File: src/logic/antx_consts.vh
// constants for the next-page transmit register block
`ifndef ANTX_CONSTS_VH
`define ANTX_CONSTS_VH
`define ANTX_ADDR_W 5
`define ANTX_OFF_NP_PAGE 5'h07
`define ANTX_BIT_MORE 15
`define ANTX_BIT_ACK 14
`define ANTX_BIT_MSG 13
`define ANTX_BIT_ACK2 12
`define ANTX_BIT_TOGGLE 11
`define ANTX_CODE_W 11
`define ANTX_RST_MORE 1'b0
`define ANTX_RST_MSG 1'b1
`define ANTX_RST_ACK2 1'b0
`define ANTX_RST_CODE 11'h001
`endif

File: src/logic/antx_exch.v
// next-page exchange status tracker: acknowledge, toggle and last-page flags
`timescale 1ns/100ps
module antx_exch (
	// clock and reset
	input wire clk_sys,
	input wire nrst,
	// arbiter events and the stored more-pages bit
	input wire page_rx_ok,
	input wire page_sent,
	input wire exch_restart,
	input wire more_pages,
	// status
	output reg ack_q,
	output reg toggle_q,
	output reg last_sent_q
);
	always @(posedge clk_sys) begin
		if (!nrst) begin
			ack_q <= 1'b0;
			toggle_q <= 1'b0;
			last_sent_q <= 1'b0;
		end else if (exch_restart) begin
			ack_q <= 1'b0;
			toggle_q <= 1'b0;
			last_sent_q <= 1'b0;
		end else begin
			if (page_rx_ok)
				ack_q <= 1'b1;
			else if (page_sent)
				ack_q <= 1'b0;
			if (page_sent) begin
				toggle_q <= ~toggle_q;
				last_sent_q <= ~more_pages;
			end
		end
	end
endmodule // antx_exch

File: src/logic/antx_np_reg.v
// next-page transmit register with management port and arbiter handoff
`timescale 1ns/100ps
`include "antx_consts.vh"

module antx_np_reg (
	// clock and reset
	input wire clk_sys,
	input wire nrst,
	// register port
	input wire [`ANTX_ADDR_W-1:0] reg_addr,
	input wire [15:0] reg_wdata,
	input wire reg_wr,
	input wire reg_rd,
	output reg [15:0] reg_rdata_q,
	// legacy compatibility bit from the configuration register
	input wire legacy_mode,
	// arbiter side
	input wire page_rx_ok,
	input wire page_sent,
	input wire exch_restart,
	output reg [15:0] tx_page_q,
	output reg tx_page_valid_q
);
	// ************
	// handoff states
	// ************
	// idle: nothing loaded since reset or restart
	localparam HS_IDLE = 2'b00;
	// armed: a written page waits for the arbiter
	localparam HS_ARMED = 2'b01;
	// more: a page with more-pages set went out, software owes the next one
	localparam HS_MORE = 2'b10;
	// last: the final page went out, the exchange rests until software reloads
	localparam HS_LAST = 2'b11;

	// ************
	// storage and wires
	// ************
	reg more_q;
	reg more_d;
	reg msg_q;
	reg msg_d;
	reg ack2_q;
	reg ack2_d;
	reg [`ANTX_CODE_W-1:0] code_q;
	reg [`ANTX_CODE_W-1:0] code_d;
	reg [1:0] hs_q;
	reg [1:0] hs_d;
	reg valid_d;
	reg [15:0] rdata_d;
	wire ack_w;
	wire toggle_w;
	wire hit_w;
	wire wr_en_w;
	wire rd_en_w;
	wire [15:0] page_w;

	// ************
	// address decode
	// ************
	assign hit_w = (reg_addr == `ANTX_OFF_NP_PAGE);
	// legacy mode gates the strobe once, so every writable field sees the same lock
	assign wr_en_w = reg_wr && hit_w && !legacy_mode;
	assign rd_en_w = reg_rd && hit_w;

	// ************
	// exchange status
	// ************
	antx_exch u_exch (
		.clk_sys(clk_sys),
		.nrst(nrst),
		.page_rx_ok(page_rx_ok),
		.page_sent(page_sent),
		.exch_restart(exch_restart),
		.more_pages(more_q),
		.ack_q(ack_w),
		.toggle_q(toggle_w),
		.last_sent_q()
	);

	// ************
	// page image
	// ************
	// read-only bits come live from the exchange tracker, writable bits from storage
	assign page_w[`ANTX_BIT_MORE] = more_q;
	assign page_w[`ANTX_BIT_ACK] = ack_w;
	assign page_w[`ANTX_BIT_MSG] = msg_q;
	assign page_w[`ANTX_BIT_ACK2] = ack2_q;
	assign page_w[`ANTX_BIT_TOGGLE] = toggle_w;
	assign page_w[`ANTX_CODE_W-1:0] = code_q;

	// ************
	// writable fields
	// ************
	// next values hold by default; only an unlocked write at this address moves them
	always @* begin
		more_d = more_q;
		msg_d = msg_q;
		ack2_d = ack2_q;
		code_d = code_q;
		if (wr_en_w) begin
			more_d = reg_wdata[`ANTX_BIT_MORE];
			msg_d = reg_wdata[`ANTX_BIT_MSG];
			ack2_d = reg_wdata[`ANTX_BIT_ACK2];
			code_d = reg_wdata[`ANTX_CODE_W-1:0];
		end
	end

	always @(posedge clk_sys) begin
		if (!nrst) begin
			more_q <= `ANTX_RST_MORE;
			msg_q <= `ANTX_RST_MSG;
			ack2_q <= `ANTX_RST_ACK2;
			code_q <= `ANTX_RST_CODE;
		end else begin
			more_q <= more_d;
			msg_q <= msg_d;
			ack2_q <= ack2_d;
			code_q <= code_d;
		end
	end

	// ************
	// page handoff
	// ************
	// a fresh write arms one page; a write in the same cycle as a send or restart
	// wins, so a new page is never lost behind the one just sent
	// limitation: no queue, a write while armed replaces the waiting page
	always @* begin
		hs_d = hs_q;
		case (hs_q)
			HS_IDLE: begin
				if (wr_en_w)
					hs_d = HS_ARMED;
			end
			HS_ARMED: begin
				if (wr_en_w)
					hs_d = HS_ARMED;
				else if (page_sent && more_q)
					hs_d = HS_MORE;
				else if (page_sent)
					hs_d = HS_LAST;
			end
			HS_MORE: begin
				if (wr_en_w)
					hs_d = HS_ARMED;
			end
			HS_LAST: begin
				// nothing further is offered after the final page until software reloads
				if (wr_en_w)
					hs_d = HS_ARMED;
			end
			default: begin
				hs_d = HS_IDLE;
			end
		endcase
		if (exch_restart && !wr_en_w)
			hs_d = HS_IDLE;
		// valid follows the registered state, so it lags a write by two edges
		valid_d = (hs_q == HS_ARMED);
	end

	always @(posedge clk_sys) begin
		if (!nrst) begin
			hs_q <= HS_IDLE;
		end else begin
			hs_q <= hs_d;
		end
	end

	always @(posedge clk_sys) begin
		if (!nrst) begin
			tx_page_q <= 16'h0000;
			tx_page_valid_q <= 1'b0;
		end else begin
			tx_page_q <= page_w;
			tx_page_valid_q <= valid_d;
		end
	end

	// ************
	// read path
	// ************
	// unmapped addresses and idle cycles read as zero, so a stale page never lingers
	always @* begin
		rdata_d = 16'h0000;
		case (rd_en_w)
			1'b1: rdata_d = page_w;
			default: rdata_d = 16'h0000;
		endcase
	end

	always @(posedge clk_sys) begin
		if (!nrst) begin
			reg_rdata_q <= 16'h0000;
		end else begin
			reg_rdata_q <= rdata_d;
		end
	end
endmodule // antx_np_reg

File: config.mk
export PLATFORM = sky130hd
export DESIGN_NAME = antx_np_reg
export DESIGN_NICKNAME = d
export VERILOG_FILES = /design/src/logic/antx_exch.v /design/src/logic/antx_np_reg.v
export VERILOG_INCLUDE_DIRS = /design/src /design/src/logic
export SDC_FILE = /design/constraint.sdc
export NUM_CORES = 1
export LEC_CHECK = 0
export BUFFER_PORTS_ARGS = -buffer_cell sky130_fd_sc_hd__buf_2
export CAP_MARGIN = 20
export CORE_UTILIZATION = 39
export CTS_CLUSTER_SIZE = 40
export DETAILED_ROUTE_END_ITERATION = 12
export PLACE_DENSITY = 0.66
export SLEW_MARGIN = 10
export SYNTH_ARGS = -nofsm -noshare
export SYNTH_HDL_FRONTEND = slang
export SYNTH_SLANG_ARGS = --single-unit
File: constraint.sdc
create_clock -name clk_sys -period 1.6 [get_ports clk_sys]
set_input_delay 0.4 -clock clk_sys [delete_from_list [all_inputs] [get_ports clk_sys]]
set_output_delay 0.4 -clock clk_sys [all_outputs]
set_load 0.01 [all_outputs]
==> run_summary.xml <==
<?xml version="1.0" encoding="UTF-8"?>
<metrics>
  <group name="outcome">
    <metric name="status" unit="">completed</metric>
  </group>
  <group name="global_routing">
    <metric name="grt-ovfl-total" unit="">0</metric>
    <metric name="via_count_of_the_first_global_routing_pass" unit="">1035</metric>
    <metric name="largest_net_degree_at_the_start_of_global_routing" unit="">31</metric>
    <metric name="grt_util_all_layers" unit="%">13.8</metric>
    <metric name="grt_first_pass_wirelength" unit="µm">4570</metric>
    <metric name="antenna_found_initial" unit="">0</metric>
  </group>
  <group name="finish">
    <metric name="post_route_cells_drive_above_1_share" unit="%">33.0</metric>
    <metric name="final_area" unit="µm²">2060</metric>
    <metric name="num-nets-final" unit="">240</metric>
    <metric name="fillers" unit="">401</metric>
    <metric name="multi_input_comb_area" unit="µm²">549</metric>
    <metric name="area.growth.synth_to_final" unit="%">24.0</metric>
    <metric name="insertedDiodeCount" unit="">0</metric>
    <metric name="regArea" unit="µm²">1020</metric>
  </group>
  <group name="place">
    <metric name="placed_area" unit="µm²">1970</metric>
    <metric name="gp_congestion" unit="">0.688</metric>
    <metric name="place_hpwl" unit="µm">1920</metric>
    <metric name="io_buffer_count" unit="">59</metric>
  </group>
  <group name="worst_setup_path">
    <metric name="cp_cell_sequence" unit="">buf_2 &gt; nand4bb_4 &gt; o21ai_0 &gt; o31ai_1</metric>
    <metric name="slowest_stage" unit="">sky130_fd_sc_hd__nand4bb_4</metric>
    <metric name="critPathMaxStageDelay" unit="ns">0.47</metric>
    <metric name="buffers_and_inverters_on_the_worst_path" unit="">1</metric>
    <metric name="timing_worst_setup_path_type" unit="">in -&gt; reg</metric>
    <metric name="worst_r2r_path_depth" unit="">3</metric>
    <metric name="worst_setup_path_end_kind" unit="">flip-flop</metric>
    <metric name="crit_cells" unit="">4</metric>
    <metric name="cp-start-kind" unit="">input port</metric>
    <metric name="required_time_at_the_endpoint_of_the_critical_path" unit="ns">1.77</metric>
    <metric name="path_max_fanout" unit="">29</metric>
    <metric name="worst-endpoint-arrival" unit="ns">1.37</metric>
    <metric name="critical-path-top-delay-family" unit="">simple AND/OR/NAND/NOR gates</metric>
  </group>
  <group name="timing">
    <metric name="hold_violations" unit="">0</metric>
    <metric name="final.setup.tns" unit="ns">0</metric>
    <metric name="setup_repair_after_global_routing_missed_its_margin" unit="">no</metric>
    <metric name="finalCritPeriodShare" unit="%">75.1</metric>
    <metric name="setup-violations-final" unit="">0</metric>
    <metric name="measured_slew_at_the_worst_slew_check_pin" unit="ns">0.415</metric>
    <metric name="timing.max_slew.rel_slack" unit="%">72.3</metric>
    <metric name="final.hold.worst_slack" unit="ns">0.316</metric>
    <metric name="skew" unit="ns">0.00463</metric>
    <metric name="clock.fmax" unit="MHz">832</metric>
    <metric name="slew_viol_final" unit="">0</metric>
    <metric name="finalCriticalPeriod" unit="ns">1.20</metric>
  </group>
  <group name="clocking">
    <metric name="cts_made_buffers" unit="">5</metric>
    <metric name="clock_sink_total" unit="">51</metric>
    <metric name="cts_max_level" unit="">2</metric>
    <metric name="post-cts-setup-buffers" unit="">0</metric>
    <metric name="cts_hold_buffers" unit="">0</metric>
    <metric name="cts-root-buf" unit="">sky130_fd_sc_hd__clkbuf_8</metric>
    <metric name="cts_tree" unit="">yes</metric>
    <metric name="worstSkewPairLatency" unit="ns">0.29</metric>
    <metric name="max_clock_buf_depth" unit="">2</metric>
    <metric name="clk_pin_slew_worst_paths" unit="ns">0.09</metric>
    <metric name="cts-resized-gates" unit="">0</metric>
  </group>
  <group name="detailed_routing">
    <metric name="wl" unit="µm">2870</metric>
    <metric name="route.detailed.drc" unit="">0</metric>
    <metric name="routed-via-count" unit="">1202</metric>
    <metric name="drt.antenna.violating_nets" unit="">0</metric>
    <metric name="drt-initial-drc-count" unit="">63</metric>
    <metric name="post_drt_via_cell_ratio" unit="">4.59</metric>
    <metric name="wire_per_inst" unit="µm">10.9</metric>
    <metric name="firstDrtPassIters" unit="">4</metric>
  </group>
  <group name="synth">
    <metric name="fraction_of_the_yosys_area_taken_by_sequential_cells" unit="%">61.6</metric>
    <metric name="synth.net_count" unit="">182</metric>
    <metric name="synth.ff_latch_count" unit="">51</metric>
    <metric name="netlist_instances" unit="">153</metric>
    <metric name="yosysWarnings" unit="">0</metric>
    <metric name="netlist-cell-type-count" unit="">24</metric>
    <metric name="netlist_area" unit="µm²">1660</metric>
    <metric name="mean_instance_size_in_the_synthesized_netlist" unit="µm²">10.8</metric>
  </group>
  <group name="floorplan">
    <metric name="floorplan.rows" unit="">23</metric>
    <metric name="initial_core_util" unit="%">41.1</metric>
    <metric name="ios" unit="">62</metric>
    <metric name="die_height" unit="µm">67.2</metric>
    <metric name="floorplan.die.width" unit="µm">67.2</metric>
    <metric name="fp.coreArea" unit="µm²">4030</metric>
    <metric name="die_area" unit="µm²">4520</metric>
  </group>
  <group name="worst_hold_path">
    <metric name="min_delay_path_depth" unit="">3</metric>
    <metric name="hp-class" unit="">in -&gt; reg</metric>
  </group>
  <group name="power_and_ir_drop">
    <metric name="power.leakage" unit="nW">0.962</metric>
    <metric name="total_power" unit="W">0.00207</metric>
    <metric name="power-per-cell-area" unit="nW/µm²">1010</metric>
    <metric name="ir_worst_vdd" unit="mV">0.405</metric>
  </group>
  <group name="job">
    <metric name="max_cap_violations" unit="">0</metric>
  </group>
</metrics>
logic make-up (layout without fill, tap and decap cells):
family / Yosys count / count (layout) / synth area share [%]
buffers and inverters: 15 / 74 / 5.28
AND/OR/NAND/NOR: 54 / 54 / 20.3
AO/OA/AOI/OAI: 32 / 32 / 12.3
flip-flops: 51 / 51 / 61.6
XOR/XNOR: 1 / 1 / 0.528
layer usage:
layer  track usage [%]  vias up  routed length [µm]  share of wire (%)
li1                  -      620                   -                  -
met5                 0        -                   0                  0
met4              3.99        0                  24               0.84
met2              23.1       45                1360                 47
met3              5.74        2                 201                7.0
met1              16.1      535                1280                 45
worst paths after layout:
kind	from	end	slack, ns
min	page_rx_ok	u_exch.ack_q$_SDFFE_PP0P_	0.32
max	reg_addr[3]	code_q[5]$_SDFFE_PN0P_	0.40
min reg2reg	code_q[1]$_SDFFE_PN0P_	reg_rdata_q[1]$_SDFF_PN0_	0.44
max reg2reg	hs_q[1]$_SDFFE_PP0P_	hs_q[0]$_SDFFE_PP0P_	0.78
worst reg2reg max path, cell delays in order, from the launching register on:
cell	delay, ns
sky130_fd_sc_hd__dfxtp_1	0.34
sky130_fd_sc_hd__inv_1	0.05
sky130_fd_sc_hd__a311oi_1	0.25
sky130_fd_sc_hd__o21a_1	0.13
synth_stat cells:
cell type,count,share of area (%)
sky130_fd_sc_hd__nand3b_4,1,1.2
sky130_fd_sc_hd__a311oi_1,1,0.53
sky130_fd_sc_hd__nor2_1,3,0.68
sky130_fd_sc_hd__buf_8,1,0.91
sky130_fd_sc_hd__nor3_1,1,0.30
sky130_fd_sc_hd__xnor2_1,1,0.53
sky130_fd_sc_hd__o21ai_1,4,1.2
sky130_fd_sc_hd__o311ai_1,2,1.1
sky130_fd_sc_hd__nand4bb_4,1,1.7
sky130_fd_sc_hd__nor2_2,1,0.38
sky130_fd_sc_hd__dfxtp_1,51,62
sky130_fd_sc_hd__clkbuf_1,3,0.68
sky130_fd_sc_hd__buf_6,2,1.4
sky130_fd_sc_hd__o21ai_0,10,3.0
sky130_fd_sc_hd__nand2_1,12,2.7
sky130_fd_sc_hd__buf_2,4,1.2
sky130_fd_sc_hd__nand4b_1,1,0.53
sky130_fd_sc_hd__o21a_1,1,0.45
sky130_fd_sc_hd__and3_1,1,0.38
sky130_fd_sc_hd__and2_1,32,12
sky130_fd_sc_hd__a21oi_1,2,0.60
sky130_fd_sc_hd__inv_1,5,1.1
sky130_fd_sc_hd__o31ai_1,12,5.4
sky130_fd_sc_hd__nand2b_1,1,0.38
cells in the final DEF, fill, tap and decap left out:
| master | count |
|---|---|
| sky130_fd_sc_hd__xnor2_1 | 1 |
| sky130_fd_sc_hd__dfxtp_1 | 51 |
| sky130_fd_sc_hd__nor3_1 | 1 |
| sky130_fd_sc_hd__nor2_1 | 3 |
| sky130_fd_sc_hd__o21a_1 | 1 |
| sky130_fd_sc_hd__nand4b_1 | 1 |
| sky130_fd_sc_hd__nor2_2 | 1 |
| sky130_fd_sc_hd__inv_1 | 5 |
| sky130_fd_sc_hd__nand3b_4 | 1 |
| sky130_fd_sc_hd__a21oi_1 | 2 |
| sky130_fd_sc_hd__and3_1 | 1 |
| sky130_fd_sc_hd__o21ai_1 | 4 |
| sky130_fd_sc_hd__clkinv_2 | 1 |
| sky130_fd_sc_hd__and2_1 | 32 |
| sky130_fd_sc_hd__clkbuf_1 | 2 |
| sky130_fd_sc_hd__buf_2 | 59 |
| sky130_fd_sc_hd__o311ai_1 | 2 |
| sky130_fd_sc_hd__nand2b_1 | 1 |
| sky130_fd_sc_hd__a311oi_1 | 1 |
| sky130_fd_sc_hd__o31ai_1 | 12 |
| sky130_fd_sc_hd__nand4bb_4 | 1 |
| sky130_fd_sc_hd__nand2_1 | 12 |
| sky130_fd_sc_hd__buf_4 | 1 |
| sky130_fd_sc_hd__buf_12 | 1 |
| sky130_fd_sc_hd__clkbuf_8 | 5 |
| sky130_fd_sc_hd__o21ai_0 | 10 |
power breakdown:
group / internal, W / total (W) / switching, W
logic: 0.0000477 / 0.000102 / 0.0000542
registers: 0.00128 / 0.00128 / 0.00000332
clock network: 0.000307 / 0.000686 / 0.000378
state kept, by name, indices dropped and copies added (netlist names):
name / flops
ack2_q: 1
hs_q: 2
u_exch.ack_q: 1
more_q: 1
tx_page_q: 16
u_exch.toggle_q: 1
reg_rdata_q: 16
tx_page_valid_q: 1
msg_q: 1
code_q: 11
metrics by stage:
stage	std cells	util [%]	worst slack [ns]
global placement	254	49.0	0.115
floorplan	153	-	0.456
finish	262	51.0	0.398
CTS	262	51.0	0.408
global route	262	51.0	0.248
detailed placement	254	49.0	0.0948
layout make-up:
type,count,area share (%)
clock buffer,7,3.71
clock inverter,1,0.243
inverter,5,0.913
multi-input combinational,87,26.7
sequential,51,49.7
tap,50,3.04
timing repair buffer,61,15.7
Note: power is estimated with default switching activity, not from simulation.
